$ cat src/mdt_consts.vh
//
// Contract
// - channel vector selects its trigger source
// - counter zero: end interrupt, vector cleared
// - equal vectors: lower channel served first
// - then higher channel takes later triggers
// - burst channel transfers until counter zero
// - burst register bits 3..0, reset zero
// - software request bits 3..0, reset zero
// - cleared flag before vector read: default vector
`ifndef MDT_CONSTS_VH
`define MDT_CONSTS_VH

// register offsets
`define MDT_OFS_VEC0 8'h80
`define MDT_OFS_VEC1 8'h81
`define MDT_OFS_VEC2 8'h82
`define MDT_OFS_VEC3 8'h83
`define MDT_OFS_SOFT 8'h89
`define MDT_OFS_BURST 8'h8a
`define MDT_OFS_IRQ_STAT 8'h8d
`define MDT_OFS_IRQ_MASK 8'h8e

// field layout and reset values
`define MDT_VEC_W 6
`define MDT_VEC_RST 6'h00
`define MDT_CH_RST 4'h0

// vector table: offset is vector times four, default slot offset
`define MDT_VEC_SHIFT 2
`define MDT_DEFAULT_OFS 16'h0008

`endif

$ cat src/mdt_top.v
// Design decision made here: the strobed register port.
`timescale 1ns/1ps
`default_nettype none
`include "mdt_consts.vh"

module mdt_top #(
	parameter NCH = 4
) (
	input wire MCLK,
	input wire SRST,
	input wire [7:0] REG_ADDR,
	input wire [7:0] REG_WDATA,
	input wire REG_WR,
	input wire REG_RD,
	output reg [7:0] REG_RDATA,
	input wire SRC_VALID,
	input wire [5:0] SRC_VECTOR,
	output wire SRC_CLAIMED,
	output wire XFER_REQ,
	output reg [1:0] XFER_CH,
	input wire XFER_ACK,
	input wire XFER_LAST,
	output reg [3:0] DMA_END,
	output wire IRQ,
	input wire CPU_ACCEPT,
	input wire [5:0] CPU_ACCEPT_VEC,
	input wire FLAG_CLR,
	input wire [5:0] FLAG_CLR_VEC,
	input wire CPU_VREAD,
	output wire [15:0] CPU_VEC_OFS
);

	localparam ST_IDLE = 2'b01;
	localparam ST_RUN = 2'b10;

	reg [1:0] state;
	reg [3:0] burst_sel;
	reg [3:0] irq_stat;
	reg [3:0] irq_mask;
	reg [1:0] next_ch;
	wire [23:0] vec_flat;
	wire [3:0] trig_pend;
	wire [3:0] soft_req;
	wire [3:0] ready;
	wire [3:0] match;
	wire [3:0] claim;
	wire [3:0] start;
	wire [3:0] last;
	wire [3:0] vec_wr;
	wire soft_wr;
	wire burst_wr;
	wire start_any;
	wire done_last;

	// ----------------------------------------
	// source matching
	// ----------------------------------------
	genvar i;
	generate
		for (i = 0; i < NCH; i = i + 1) begin : g_ch
			wire [5:0] v = vec_flat[6*i +: 6];
			assign match[i] = SRC_VALID && (v != `MDT_VEC_RST) && (v == SRC_VECTOR);
			if (i == 0) begin : g_first
				assign claim[i] = match[i];
			end else begin : g_rest
				assign claim[i] = match[i] && (match[i-1:0] == {i{1'b0}});
			end
			assign vec_wr[i] = REG_WR && (REG_ADDR == (`MDT_OFS_VEC0 + i));
			assign start[i] = start_any && (next_ch == i);
			assign last[i] = done_last && (XFER_CH == i);
			mdt_channel u_ch (
				.clk(MCLK),
				.srst(SRST),
				.vec_wr(vec_wr[i]),
				.vec_wdata(REG_WDATA[5:0]),
				.soft_wr(soft_wr),
				.soft_wdata(REG_WDATA[i]),
				.trig(claim[i]),
				.start(start[i]),
				.last(last[i]),
				.vector(vec_flat[6*i +: 6]),
				.trig_pend(trig_pend[i]),
				.soft_req(soft_req[i]),
				.ready(ready[i])
			);
		end
	endgenerate

	// a claimed source is kept from the cpu as a normal interrupt
	assign SRC_CLAIMED = |match;

	// ----------------------------------------
	// transfer engine
	// ----------------------------------------
	// lowest ready channel is started next
	always @* begin
		if (ready[0]) begin
			next_ch = 2'd0;
		end else if (ready[1]) begin
			next_ch = 2'd1;
		end else if (ready[2]) begin
			next_ch = 2'd2;
		end else begin
			next_ch = 2'd3;
		end
	end

	assign start_any = (state == ST_IDLE) && (|ready);
	assign done_last = (state == ST_RUN) && XFER_ACK && XFER_LAST;
	assign XFER_REQ = (state == ST_RUN);

	// one transfer per trigger; burst holds the engine until the count ends,
	// so other channels wait behind a long burst
	always @(posedge MCLK) begin
		if (SRST) begin
			state <= ST_IDLE;
			XFER_CH <= 2'd0;
		end else begin
			case (state)
				ST_IDLE: begin
					if (start_any) begin
						state <= ST_RUN;
						XFER_CH <= next_ch;
					end
				end
				ST_RUN: begin
					if (XFER_ACK) begin
						if (XFER_LAST || !burst_sel[XFER_CH]) begin
							state <= ST_IDLE;
						end
					end
				end
				default: begin
					state <= ST_IDLE;
				end
			endcase
		end
	end

	always @(posedge MCLK) begin
		if (SRST) begin
			DMA_END <= `MDT_CH_RST;
		end else begin
			DMA_END <= last;
		end
	end

	// ----------------------------------------
	// register bus
	// ----------------------------------------
	assign soft_wr = REG_WR && (REG_ADDR == `MDT_OFS_SOFT);
	assign burst_wr = REG_WR && (REG_ADDR == `MDT_OFS_BURST);

	always @(posedge MCLK) begin
		if (SRST) begin
			burst_sel <= `MDT_CH_RST;
			irq_mask <= `MDT_CH_RST;
		end else begin
			if (burst_wr) begin
				burst_sel <= REG_WDATA[3:0];
			end
			if (REG_WR && (REG_ADDR == `MDT_OFS_IRQ_MASK)) begin
				irq_mask <= REG_WDATA[3:0];
			end
		end
	end

	// sticky end flags; a new end in the read cycle survives the clear
	always @(posedge MCLK) begin
		if (SRST) begin
			irq_stat <= `MDT_CH_RST;
		end else if (REG_RD && (REG_ADDR == `MDT_OFS_IRQ_STAT)) begin
			irq_stat <= last;
		end else begin
			irq_stat <= irq_stat | last;
		end
	end

	assign IRQ = |(irq_stat & irq_mask);

	// read data registered, unmapped reads answer zero
	always @(posedge MCLK) begin
		if (SRST) begin
			REG_RDATA <= 8'h00;
		end else if (REG_RD) begin
			case (REG_ADDR)
				`MDT_OFS_VEC0: REG_RDATA <= {2'b00, vec_flat[5:0]};
				`MDT_OFS_VEC1: REG_RDATA <= {2'b00, vec_flat[11:6]};
				`MDT_OFS_VEC2: REG_RDATA <= {2'b00, vec_flat[17:12]};
				`MDT_OFS_VEC3: REG_RDATA <= {2'b00, vec_flat[23:18]};
				`MDT_OFS_SOFT: REG_RDATA <= {4'h0, soft_req};
				`MDT_OFS_BURST: REG_RDATA <= {4'h0, burst_sel};
				`MDT_OFS_IRQ_STAT: REG_RDATA <= {4'h0, irq_stat};
				`MDT_OFS_IRQ_MASK: REG_RDATA <= {4'h0, irq_mask};
				default: REG_RDATA <= 8'h00;
			endcase
		end else begin
			REG_RDATA <= 8'h00;
		end
	end

	// ----------------------------------------
	// vector read guard
	// ----------------------------------------
	mdt_vector_guard u_guard (
		.clk(MCLK),
		.srst(SRST),
		.accept(CPU_ACCEPT),
		.accept_vec(CPU_ACCEPT_VEC),
		.clr_valid(FLAG_CLR),
		.clr_vec(FLAG_CLR_VEC),
		.vread(CPU_VREAD),
		.vec_ofs(CPU_VEC_OFS)
	);

endmodule // mdt_top
`default_nettype wire

$ cat src/mdt_channel.v
`timescale 1ns/1ps
`default_nettype none
`include "mdt_consts.vh"

module mdt_channel (
	input wire clk,
	input wire srst,
	input wire vec_wr,
	input wire [5:0] vec_wdata,
	input wire soft_wr,
	input wire soft_wdata,
	input wire trig,
	input wire start,
	input wire last,
	output reg [5:0] vector,
	output reg trig_pend,
	output reg soft_req,
	output wire ready
);

	// a request waits here until the engine grants the channel
	assign ready = trig_pend | soft_req;

	// ----------------------------------------
	// vector register
	// ----------------------------------------
	// a write in the same cycle as completion wins, so a rearm is never lost
	always @(posedge clk) begin
		if (srst) begin
			vector <= `MDT_VEC_RST;
		end else if (vec_wr) begin
			vector <= vec_wdata;
		end else if (last) begin
			vector <= `MDT_VEC_RST;
		end
	end

	// ----------------------------------------
	// trigger and software request
	// ----------------------------------------
	// a new trigger in the start cycle stays pending for the next transfer;
	// completion drops a trigger left over, but a trigger arriving in the completion cycle itself stays pending
	always @(posedge clk) begin
		if (srst) begin
			trig_pend <= 1'b0;
		end else if (trig) begin
			trig_pend <= 1'b1;
		end else if (start || last) begin
			trig_pend <= 1'b0;
		end
	end

	always @(posedge clk) begin
		if (srst) begin
			soft_req <= 1'b0;
		end else if (soft_wr) begin
			soft_req <= soft_wdata;
		end else if (start) begin
			soft_req <= 1'b0;
		end
	end

endmodule // mdt_channel
`default_nettype wire

$ cat src/mdt_vector_guard.v
`timescale 1ns/1ps
`default_nettype none
`include "mdt_consts.vh"

module mdt_vector_guard (
	input wire clk,
	input wire srst,
	input wire accept,
	input wire [5:0] accept_vec,
	input wire clr_valid,
	input wire [5:0] clr_vec,
	input wire vread,
	output reg [15:0] vec_ofs
);

	reg [5:0] held;
	reg waiting;
	reg lost;

	// ----------------------------------------
	// accept to vector read window
	// ----------------------------------------
	// the cpu fetches the vector a few cycles after accepting; a flag clear
	// landing in between leaves nothing to serve
	always @(posedge clk) begin
		if (srst) begin
			held <= `MDT_VEC_RST;
			waiting <= 1'b0;
			lost <= 1'b0;
			vec_ofs <= 16'h0000;
		end else if (accept) begin
			held <= accept_vec;
			waiting <= 1'b1;
			lost <= clr_valid && (clr_vec == accept_vec);
		end else if (waiting) begin
			if (clr_valid && (clr_vec == held)) begin
				lost <= 1'b1;
			end
			if (vread) begin
				waiting <= 1'b0;
				if (lost || (clr_valid && (clr_vec == held))) begin
					vec_ofs <= `MDT_DEFAULT_OFS;
				end else begin
					vec_ofs <= {8'h00, held, 2'b00};
				end
			end
		end
	end

endmodule // mdt_vector_guard
`default_nettype wire

$ cat config.mk
export PLATFORM = sky130hd
export DESIGN_NAME = mdt_top
export DESIGN_NICKNAME = d
export VERILOG_FILES = /design/src/mdt_top.v /design/src/mdt_channel.v /design/src/mdt_vector_guard.v
export VERILOG_INCLUDE_DIRS = /design/src /design/src/src
export SDC_FILE = /design/constraint.sdc
export NUM_CORES = 1
export LEC_CHECK = 0
export ABC_AREA = 1
export BUFFER_PORTS_ARGS = -buffer_cell sky130_fd_sc_hd__buf_2
export CAP_MARGIN = 10
export CORE_MARGIN = 2
export CORE_UTILIZATION = 54
export CTS_CLUSTER_DIAMETER = 150
export DETAILED_ROUTE_END_ITERATION = 12
export GPL_TIMING_DRIVEN = 1
export MAX_ROUTING_LAYER = met4
export PLACE_DENSITY = 0.84
export RECOVER_POWER = 50
export SLEW_MARGIN = 40
export SYNTH_ARGS = -nofsm -noshare
export SYNTH_HDL_FRONTEND = slang
export SYNTH_SLANG_ARGS = --single-unit
export TNS_END_PERCENT = 1
$ cat constraint.sdc
create_clock -name MCLK -period 2.2 [get_ports MCLK]
set_input_delay 0.11 -clock MCLK [delete_from_list [all_inputs] [get_ports MCLK]]
set_output_delay 0.11 -clock MCLK [all_outputs]
set_load 0.05 [all_outputs]
# After elaboration in Yosys (flattened, before gate mapping)
# Index checks and enable logic that the tools add are counted.
# word_totals
register_bits,84
latchBits,0
ramBits,0
rom_bits,0
in_bits,44
word_cells,169
n_memories,0
# op_classes
addsub,0
mul,0
n_div,0
order_cmp,1
n_eq_ne,25
shift,0
n_mux,42
bitwise,9
n_reduce_logical,69
# ops
operator,count
$eq 8x8->1 const B,8
$mux 6,8
$pmux 6 s8,1
$eq 6x6->1,6
$logic_and 1x1->1,32
$reduce_bool 2->1,14
$mux 1,24
$reduce_bool 6->1,4
$reduce_or 4->1,3
$eq 2x2->1 const B,5
$mux 2,5
$mux 8,1
$eq 2x1->1 const B,3
$logic_not 2->1,3
$logic_or 1x1->1,6
$reduce_and 3->1,2
$and 4x4->4,1
$mux 4,1
$ne 2x1->1 const B,2
$or 1x1->1,4
$or 4x4->4,1
$pmux 2 s2,1
$reduce_and 2->1,2
$logic_not 3->1,1
other kinds (6),8

# Depth between registers and ports, before layout
# Gate-level depths: netlist (run 1).
# depth
word_depth,9
ltp_mapped,10
depth_no_buf,9

# Cells and area by module
# From an unflattened synthesis (run 1), not the netlist that was laid out.
# unflattened
hier_cells,650
hier_area_um2,4085.2
# modules_own_cells
module,instances,cells_per_inst,area_each_um2
mdt_top,1,373,2094.5
mdt_channel,4,38,294.0
mdt_vector_guard,1,125,814.5

# Worst setup path before layout (run 1)
# OpenSTA, ideal clock, no wires.
# synth_timing
path_type,register to output
from,register g_ch[3].u_ch.vector[5]
to,output port SRC_CLAIMED
t_arrival_ps,1509
required_time_ps,2090
slack_ps,581
path_stages_with_launch,7
path_buffers,0
cell_sequence,dfxtp_1 -> inv_1 -> nand2_1 -> o21ai_0 -> nor2_1 -> nand3_1 -> o2111ai_1
# synth_between
elab_chain_cells,4
# synth_rtl
item,line,rtl
from (decl),mdt_channel.v:15,"output reg [5:0] vector,"
from (signal assigned),mdt_channel.v:30,vector <= `MDT_VEC_RST;
from (signal assigned),mdt_channel.v:32,vector <= vec_wdata;
from (signal assigned),mdt_channel.v:34,vector <= `MDT_VEC_RST;
$reduce_bool 6->1 (no source line),-,
$logic_and 1x1->1,mdt_top.v:62,assign match[i] = SRC_VALID && (v != `MDT_VEC_RST) && (v == SRC_VECTOR);
$logic_and 1x1->1 (*),mdt_top.v:62,
$reduce_or 4->1 (*),mdt_top.v:90,assign SRC_CLAIMED = |match;
to (decl),mdt_top.v:18,"output wire SRC_CLAIMED,"
# Every way passes the cells marked *; elsewhere a longest branch is shown, timed or not.

# Worst setup path after layout (run 1)
# layout_timing
from,register g_ch[1].u_ch.vector[5]
to,output port SRC_CLAIMED
# layout_between
elab_chain_cells,4
# layout_rtl
item,line
from (decl),mdt_channel.v:15
from (signal assigned),mdt_channel.v:30
from (signal assigned),mdt_channel.v:32
from (signal assigned),mdt_channel.v:34
$reduce_bool 6->1 (no source line),-
$logic_and 1x1->1,mdt_top.v:62
$logic_and 1x1->1 (*),mdt_top.v:62
$reduce_or 4->1 (*),mdt_top.v:90
# Marks and branches as above.

==> results of run 1 <==
[registers in the layout, summed over array words and instances, names as in the netlist, 4 cells and up]
name,cells
irq_mask,4
g_ch.u_ch.soft_req,4
u_guard.held,6
g_ch.u_ch.vector,24
g_ch.u_ch.trig_pend,4
REG_RDATA,6
DMA_END,4
irq_stat,4
burst_sel,4
u_guard.vec_ofs,6
[worst min-delay path: stages]
cell and delay [ns]:
buf_2 0.08, inv_1 0.04, nand2_1 0.05, a21oi_1 0.05
[power by group]
group	internal, mW	switching, mW
Sequential	1.32	0.0134
Clock	0.523	0.509
Combinational	0.0814	0.220
Total	1.93	0.743
[cell families (layout without fill, tap and decap cells)]
logic type                Yosys count  count (layout)  share of synthesized area (%)
other                               1              12                         0.0978
AOI/OAI and AO/OA                 126             126                           17.5
and+or+nand+nor                   292             292                           33.1
xor gates and xnor gates            2               2                          0.457
buffers and inverters              97             155                           11.2
DFF                                72              72                           37.6
[layout by cell type (no fill, tap or decap), drive strengths merged]
master	n
clkinv	5
a21oi	65
bufinv	1
nand3b	1
xnor2	1
nor3	5
nand4	9
or2	3
nor2	74
conb	12
dfxtp	72
o2111ai	1
xor2	1
o21bai	1
and3	1
o22ai	11
o311ai	1
nand3	52
o221ai	1
a31o	3
clkbuf	31
o21ai	42
nand2	147
a21boi	1
clkinvlp	1
buf	44
inv	73
[metal layers]
layer | global-route usage (%) | part of all wire, %
met5 | - | 0
met4 | 10.1 | 1.2
met3 | 4.29 | 7.7
met2 | 44.9 | 47
met1 | 35.9 | 44
[path summary, 6_finish.rpt]
kind / cells past startpoint / end
setup / recovery: 7 / SRC_CLAIMED
hold / removal: 4 / u_guard.waiting
setup reg to reg: 7 / g_ch[3].u_ch.trig_pend
hold reg to reg: 2 / irq_mask[1]
[area by class of cell]
| type | instances | area [um^2] |
|---|---|---|
| fillers | 668 | 2500 |
| flip-flops and latches | 72 | 1440 |
| inverters | 73 | 274 |
| clock buffers | 9 | 124 |
| well taps | 96 | 120 |
| clock inverters | 7 | 70.1 |
| repair buffers | 66 | 310 |
| multi-input cells | 432 | 1990 |
[metrics by stage]
| step | total power, mW | setup WS, ns | instances | instance area, um^2 |
|---|---|---|---|---|
| after CTS | 2.70 | 0.290 | 755 | 4380 |
| after floorplan | 1.58 | 0.581 | 601 | 3880 |
| after global placement | 1.66 | 0.687 | 739 | 4180 |
| after detailed placement | 1.67 | 0.670 | 739 | 4180 |
| after global routing | 2.79 | 0.125 | 755 | 4330 |
| final | 2.67 | 0.266 | 755 | 4330 |
==> impl_results.md, run 1 <==
* Row cnt at 30
* CP arrival at approximately 1.8 ns
* Yosys top cell by area: dfxtp_1
* Max clock buf depth at 2
* CP Data Required Time at 2.09 ns
* Vias at around 4000
* CP peak stage delay at between 0.3 and 0.4 ns
* Worst R2R Setup Slack at about 0.75 ns
* Die span in y at around 88 um
* Number of global-route vias before repair at ~3500
* DPL Wire Length at approximately 7.7 mm
* Global-route wire length before repair at around 16 mm
* Hold WC Path Type: in -> reg
* DRT iter0 DRCs at ~300
* 1st-pass router iterations at 5
* Layout cells sized above 1 at around an eighth
* Main area contributors after synthesis: dfxtp_1, nand2_1, a21oi_1
* IO buf count at just over 60
* Worst hold slack at ~0.031 ns
* Max Clock Freq at between 500 and 600 MHz
* # Post-CTS Setup Buffers at 0
* Number of warnings issued by yosys at 0
* Ant diodes at 0
* WL final at 10.2 mm
* Setup Skew at about 0.0082 ns
* Clock sinks at 72
* Critical path origin: g_ch[1].u_ch.vector[5]
* Initial core utilization at around 56%
* Die ar. at about 0.0078 mm^2
* Final core occ at a little under two thirds
* Top FF cell, synth: dfxtp_1
* H-Tree Depth at 3
* TritonCTS clock tree: done
* Final setup viols at 0
* Slew Limit Fails at 0
* Avg Synthesized Cell Area at approximately 6.5 um^2
* Final Hold Fails at 0
* Post-synth EDFFs at 0
* Worst r2r src: state[0]
* Final nets at approximately 700
* Critical Path End Type: primary output
* Worst Tran Pin Value at approximately 0.79 ns
* Leak at around 1.8 nW
* Critical path class: reg -> out
* Crit path time final at around 1.9 ns
* Max-Cap Viols at 0
* CP max-delay cell: dfxtp_1
* GRT overflow at 0
* Synth Cell Area at ~0.0038 mm^2
* Clk_lat worst skew at 0.34 ns
* Sum of negative setup slack at 0 ns
* Root Driver: clkbuf_8
* Cts repair resizes at 0
* Die W at a little under 90 um
* Initial antenna violation count at 0
* RSZ-0062 raised after global routing: no
* Async set-or-reset flop fraction in the synthesized netlist at 0%
* Yosys top cell area share at between 30% and 40%
* Synth cell types at 34
* Crit-path max FO at 3
* Synth top cells by count: nand2_1, dfxtp_1, nor2_1
* Synth Register Bits at 72
* Tot GR Track Use at approximately 28%
* Power per cell area at about 600 mW/mm^2
* Critical path's top delay family: simple AND/OR/NAND/NOR gates
* ANT nets after route at 0
* Largest net degree at the start of global routing at 38
* Syn Inst Count at 590
* Routed len/inst at approximately 14 um
* CP Cell Sequence: inv_1 -> a21oi_1 -> nand2_1 -> nor2_1 -> nand3_1 -> o2111ai_1 -> buf_2
* CTS buffer count at 9
* Seq/Total Area, Yosys at between 30% and 40%
* RePlAce Congestion at about 1
* Vias/cell at between 5 and 6
* Core box area at about 0.0068 mm^2
* Boundary Pins at 77
* Hold path start: CPU_VREAD
* Critical path buffers and inverters at 2
* Normalized max-slew margin at around 47%
* Area Overhead vs Synth at 13.0%
* Worst vdd ir at just over 0.5 mV
* Clock-pin slew on the worst setup and hold paths at 0.07 ns
* Residual DRC at 0
* CP startpoint kind: flop
* Count leader, synth: nand2_1
* Cts hold-fix bufs at 0
* Fin crit share at 87.9%
* Status: finished, final reports clean
No activity file was read; power rests on OpenSTA's default activity.
==> inputs of run 2 (changes only) <==
CORE_ASPECT_RATIO = 1.75   (was not set)
==> run 2 against run 1 <==
Hold slack improved by 0.0085 ns. Register-to-register slack got worse by 0.14 ns. First-iteration DRC count fell by 0.33%. Via count rose by 2.3%. Cell area rose by 2.3%. Clock power rose by 40%. Combinational power rose by 2%. Routed wire length rose by 11%. Global-route usage rose by 3.1 points. Critical path depth did not move. Non-clock buffer count rose by 1.
==> impl_results.md, run 2 (synthesized netlist as in run 1, its figures left out) <==
* Status: finished, final reports clean
* Sum of negative setup slack at 0 ns (unchanged)
* Final WS setup at 0.355 ns (+0.0888 ns)
* Commonest non-fill, non-tap cell in the layout: nand2_1
* CP startpoint kind: flop
* Setup Skew at 0.00779 ns (-0.000444 ns)
* Routed len/inst at 15.2 um (+12%)
* ANT nets after route at 0 (unchanged)
* Worst Tran Pin Value at 0.876 ns (+0.0872 ns)
* Core box area at 0.00686 mm^2 (+0.37%)
* Final cell count without fillers at 743 (-1.6%)
* Clk_lat worst skew at 0.33 ns (about the same)
* Worst hold slack at 0.0398 ns (+0.00847 ns)
* Max-Cap Viols at 0 (unchanged)
* Power per cell area at 697 mW/mm^2 (+13%)
* Tot GR Track Use at 31.1% (+3.1 points)
* Worst reg2reg endpoint: g_ch[3].u_ch.trig_pend
* Critical Path End Type: primary output
* Normalized max-slew margin at 41.3% (-6.1 points)
* 1st-pass router iterations at 7 (+2)
* DRT iter0 DRCs at 298 (-0.33%)
* Final Hold Fails at 0 (unchanged)
* RePlAce Congestion at 1.01 (+2.8%)
* Largest net degree at the start of global routing at 38 (unchanged)
* Final setup viols at 0 (unchanged)
* Layout cells sized above 1 at 13.5% (+0.30 points)
* DPL Wire Length at 8.61 mm (+13%)
* Number of global-route vias before repair at 3777 (+8.3%)
* H-Tree Depth at 3 (unchanged)
* WL final at 11.3 mm (+11%)
* Leak at 1.87 nW (+2.6%)
* Cts repair resizes at 0 (unchanged)
* CP Data Required Time at 2.09 ns (about the same)
* # Post-CTS Setup Buffers at 0 (unchanged)
* Hold path start: CPU_VREAD
* Fin crit share at 83.9% (-4.0 points)
* Max reg flops at 24 (unchanged)
* Die W at 67.7 um (-23%)
* Die ar. at 0.00782 mm^2 (+0.35%)
* Worst R2R Path Depth at 7 (unchanged)
* Root Driver: clkbuf_16
* Initial antenna violation count at 0 (unchanged)
* Vias/cell at 5.54 (+4.0%)
* Clock sinks at 72 (unchanged)
* Initial core utilization at 55.9% (-0.20 points)
* Max clock buf depth at 2 (unchanged)
* Slew Limit Fails at 0 (unchanged)
* Critical path class: reg -> out
* IO buf count at 62 (unchanged)
* Final nets at 699 (+0.14%)
* Largest Register: g_ch.u_ch.vector
* Crit-path max FO at 5 (+2)
* CTS buffer count at 9 (unchanged)
* Worst R2R Setup Slack at 0.61 ns (-0.14 ns)
* Boundary Pins at 77 (unchanged)
* Residual DRC at 0 (unchanged)
* Inst Count DP at 728 (-1.5%)
* Cts hold-fix bufs at 0 (unchanged)
* Row cnt at 40 (+33%)
* Setup slack at placement at 0.551 ns (-0.119 ns)
* Vias at 4113 (+2.3%)
* Worst vdd ir at 0.435 mV (-15%)
* Die span in y at 115 um (+31%)
* Ant diodes at 0 (unchanged)
* Most frequent cells in the layout: nand2_1, dfxtp_1, nor2_1
* Max Clock Freq at 542 MHz (+4.8%)
* Global-route wire length before repair at 17.2 mm (+5.7%)
* Hold path depth at 4 (unchanged)
* Worst r2r src: state[0]
* Clock-pin slew on the worst setup and hold paths at 0.06 ns (about the same)
* Hold EP: u_guard.waiting
* TritonCTS clock tree: done
* Area Overhead vs Synth at 15.6%
* GRT overflow at 0 (unchanged)
* RSZ-0062 raised after global routing: no
* Crit path time final at 1.84 ns (-0.0888 ns)
* CP arrival at 1.73 ns (-0.09 ns)
* Hold WC Path Type: in -> reg
run 2: changes by cell type in the layout (fill, tap and decap cells not counted), moves of 2 or more:
cell        change
clkbuf_16       +9
clkbuf_8        -8
clkinv_2        -2
clkinvlp_4      +2
run 2: worst max-delay path by stage:
stage / from / to / slack, ns / depth (start not counted)
2_1_floorplan: g_ch[3].u_ch.vector[5] / SRC_CLAIMED / 0.58 / 6
3_3_place_gp: REG_ADDR[6] / REG_RDATA[0] / 0.62 / 8
3_5_place_dp: REG_ADDR[6] / irq_mask[2] / 0.55 / 8
4_1_cts: g_ch[0].u_ch.vector[5] / SRC_CLAIMED / 0.37 / 7
5_1_grt: g_ch[0].u_ch.vector[5] / SRC_CLAIMED / 0.26 / 7
6_report: g_ch[0].u_ch.vector[5] / SRC_CLAIMED / 0.36 / 7
run 2: per-layer routing:
layer	up-vias	wire length, um	track usage [%]
met5	-	0	-
met4	0	884	24.5
met3	66	713	6.80
met2	173	5950	53.7
met1	1842	3740	28.1
li1	2032	-	-
run 2: metrics by stage:
stage	total power, mW	instance area [um^2]	util (%)
after global routing	3.20	4430	64.7
after floorplan	1.58	3880	-
after global placement	1.67	4170	60.9
after CTS	3.11	4470	65.2
final	3.09	4430	64.7
after detailed placement	1.67	4170	60.9
run 2: layout make-up:
| class | instances | area, um^2 |
|---|---|---|
| Fill cell | 664 | 2420 |
| Multi-Input combinational cell | 432 | 2000 |
| Sequential cell | 72 | 1440 |
| Timing Repair Buffer | 67 | 319 |
| Inverter | 73 | 274 |
| Clock buffer | 10 | 239 |
| Tap cell | 84 | 105 |
| Clock inverter | 5 | 57.6 |
run 2: critical path: stages, from the launching register on:
cell and delay [ns]:
dfxtp_1 0.39, inv_1 0.08, a21oi_1 0.13, nand2_1 0.07, nor2_1 0.09, nand3_1 0.19
o2111ai_1 0.14, buf_2 0.30
run 2: power breakdown:
part / leakage [nW] / internal (mW) / total [mW] / switching [mW]
combinational: 1.15 / 0.0823 / 0.306 / 0.224
clock: 0.137 / 0.899 / 1.44 / 0.546
sequential: 0.583 / 1.33 / 1.34 / 0.0144
==> inputs of run 3 (changes only) <==
CORE_UTILIZATION = 50   (was 54)
PLACE_DENSITY = 0.81   (was 0.84)
clock period = 1.6 ns   (was 2.2 ns; I/O delays follow)
==> run 3 against run 2 <==
Cell area increased by 3.2%. Critical path depth unchanged. Sequential power increased by 37%. Global-route usage decreased by 2.5 points. Power increased by 36%. Die area increased by 7.6%. Hold slack got worse by 0.019 ns. Non-clock buffer count increased by 8. Routed wire length increased by 2.1%. Core utilization decreased by 3.7 points. Via count increased by 1.5%. Combinational power increased by 43%.
==> impl_results.md, run 3 (synthesized netlist as in run 1, its figures left out) <==
* Final core occ at 60.9% (-3.7 points)
* Filler cells at 736 (+11%)
* WL met1 at 4.11 mm (+10%)
* 1st-pass router iterations at 5 (-2)
* RePlAce Congestion at 0.974 (-3.7%)
* ANT nets after route at 0 (unchanged)
* Crit path time final at around 1.6 ns
* Crit-path max FO at 4 (-1)
* Critical Path End Type: primary output
* Row cnt at 42 (+5.0%)
* Fin area at 0.00458 mm^2 (+3.2%)
* Root Driver: clkbuf_16
* Residual DRC at 0 (unchanged)
* DRT iter0 DRCs at 342 (+15%)
* Initial core utilization at 51.0% (-4.9 points)
* Status: finished, final reports clean
* Clock share of power at 45.9% (-0.8 points)
* Critical path origin: g_ch[3].u_ch.vector[5]
* Slew Limit Fails at 0 (unchanged)
* Critical path class: reg -> out
* Clock sinks at 72 (unchanged)
* Max layer used: met4
* CP Data Required Time at 1.52 ns (-0.57 ns)
* Commonest non-fill, non-tap cell in the layout: nand2_1
* Layout cells sized above 1 at 18.6% (+5.1 points)
* Net Sw Frac at 25.7% (+0.34 points)
* Ant diodes at 0 (unchanged)
* Clock-pin slew on the worst setup and hold paths at 0.06 ns (about the same)
* Max Clock Freq at 628 MHz
* Global-route wire length before repair at 18.1 mm (+5.1%)
* Power share of the sequential group at 43.7% (+0.3 points)
* Worst R2R Path Depth at 7 (unchanged)
* Final setup viols at 0 (unchanged)
* Cts hold-fix bufs at 0 (unchanged)
* Inst Count DP at 734 (+0.82%)
* Clk_lat worst skew at 0.33 ns (about the same)
* Power per cell area at 920 mW/mm^2 (+32%)
* Combinational share of power at 10.4% (+0.5 points)
* Post-route total power at 4.21 mW (+36%)
* Number of global-route vias before repair at 3928 (+4.0%)
* Max reg flops at 24 (unchanged)
* Vias/cell at 5.53 (-0.13%)
* WL final at 11.5 mm (+2.1%)
* Met3 WL at 618 um (-13%)
* Worst hold slack at 0.0206 ns (-0.0192 ns)
* Worst vdd ir at 0.618 mV (+42%)
* Max-Cap Viols at 0 (unchanged)
* Max clock buf depth at 2 (unchanged)
* Worst Tran Pin Value at 0.808 ns (-0.0685 ns)
* Die ar. at 0.00841 mm^2 (+7.6%)
* Initial antenna violation count at 0 (unchanged)
* DR WL met2 at 6.01 mm (+1.1%)
* Final nets at 707 (+1.1%)
* Largest net degree at the start of global routing at 30 (-21%)
* CTS buffer count at 9 (unchanged)
* Worst r2r src: state[0]
* Final Hold Fails at 0 (unchanged)
* TritonCTS clock tree: done
* Normalized max-slew margin at 46.1% (+4.9 points)
* Area after DPL at 0.00421 mm^2 (+0.78%)
* NetSw at 1.08 mW (+38%)
* RSZ-0062 raised after global routing: yes
* Core box area at 0.00751 mm^2 (+9.6%)
* IO buf count at 62 (unchanged)
* Worst R2R Setup Slack at 0.13 ns (-0.48 ns)
* Routed len/inst at 15.3 um (+0.43%)
* CP arrival at 1.51 ns (-0.22 ns)
* CP startpoint kind: flop
* DPL Wire Length at 8.55 mm (-0.65%)
* H-Tree Depth at 3 (unchanged)
* GRT overflow at 0 (unchanged)
* Worst setup path end: SRC_CLAIMED
* Hold WC Path Type: in -> reg
* Final cell count without fillers at 755 (+1.6%)
* Die span in y at 120 um (+3.8%)
* Die W at 70.2 um (+3.7%)
* Area Overhead vs Synth at 19.3%
* Worst reg2reg endpoint: g_ch[3].u_ch.trig_pend
* Vias at 4174 (+1.5%)
* Internal power at 3.13 mW (+36%)
* Leak at 1.93 nW (+3.0%)
* Largest Register: g_ch.u_ch.vector
* Tot GR Track Use at 28.6% (-2.5 points)
* Fin crit share at around 100%
* Boundary Pins at 77 (unchanged)
* Setup Skew at 0.00646 ns (-0.00133 ns)
* Most frequent cells in the layout: nand2_1, a21oi_1, nor2_1, inv_1, dfxtp_1
-- run 3: what timing repair did --
action	in CTS	in global routing
pin swaps	2	8
resized for setup	15	23
gates cloned	0	0
endpoints found under the setup margin	1	2
setup buffers	3	3
-- run 3: how the worst min path moves through the flow --
stage                                  from               to  slack [ns]  cells after the start
after floorplan           CPU_ACCEPT_VEC[5]  u_guard.held[5]        0.21                      2
after global placement    CPU_ACCEPT_VEC[5]  u_guard.held[5]        0.34                      3
after detailed placement  CPU_ACCEPT_VEC[1]  u_guard.held[1]        0.36                      3
after CTS                 CPU_ACCEPT_VEC[1]  u_guard.held[1]        0.01                      3
after global routing              CPU_VREAD  u_guard.waiting        0.04                      4
final                             CPU_VREAD  u_guard.waiting        0.02                      4
-- run 3: per-stage QoR --
step / setup TNS (ns) / setup slack [ns]
3_5_place_dp: 0 / 0.145
2_1_floorplan: 0 / 0.0112
5_1_grt: -0.0930 / -0.0904
4_1_cts: 0 / 0.0180
6_report: 0 / 0.00658
3_3_place_gp: 0 / 0.186
-- run 3: critical path: stages (launching register included) --
cell	delay, ns
dfxtp_4	0.37
inv_2	0.04
nand2_1	0.05
o21ai_1	0.06
nor2_1	0.11
nand3_1	0.13
o2111ai_2	0.24
buf_6	0.19
-- run 3: area by class of cell --
class	count	area (um^2)	area share, %
Multi-Input combinational cell	432	2040	44.6
Inverter	73	274	5.99
Timing Repair Buffer	75	397	8.67
Tap cell	88	110	2.41
Sequential cell	72	1470	32.0
Clock inverter	6	61.3	1.34
Clock buffer	9	225	4.92
-- run 3: routing by layer --
layer	global-route usage [%]	up-vias
met5	-	-
met4	17.5	0
met3	4.62	59
met2	51.6	182
met1	28.0	1890
li1	-	2043
-- run 3: power groups by stage --
stage               clock network [mW]  logic [mW]  registers [mW]
floorplan                            0       0.277            1.90
global placement                     0       0.419            1.88
detailed placement                   0       0.428            1.88
CTS                               1.97       0.431            1.84
global route                      2.04       0.481            1.84
finish                            1.93       0.438            1.84
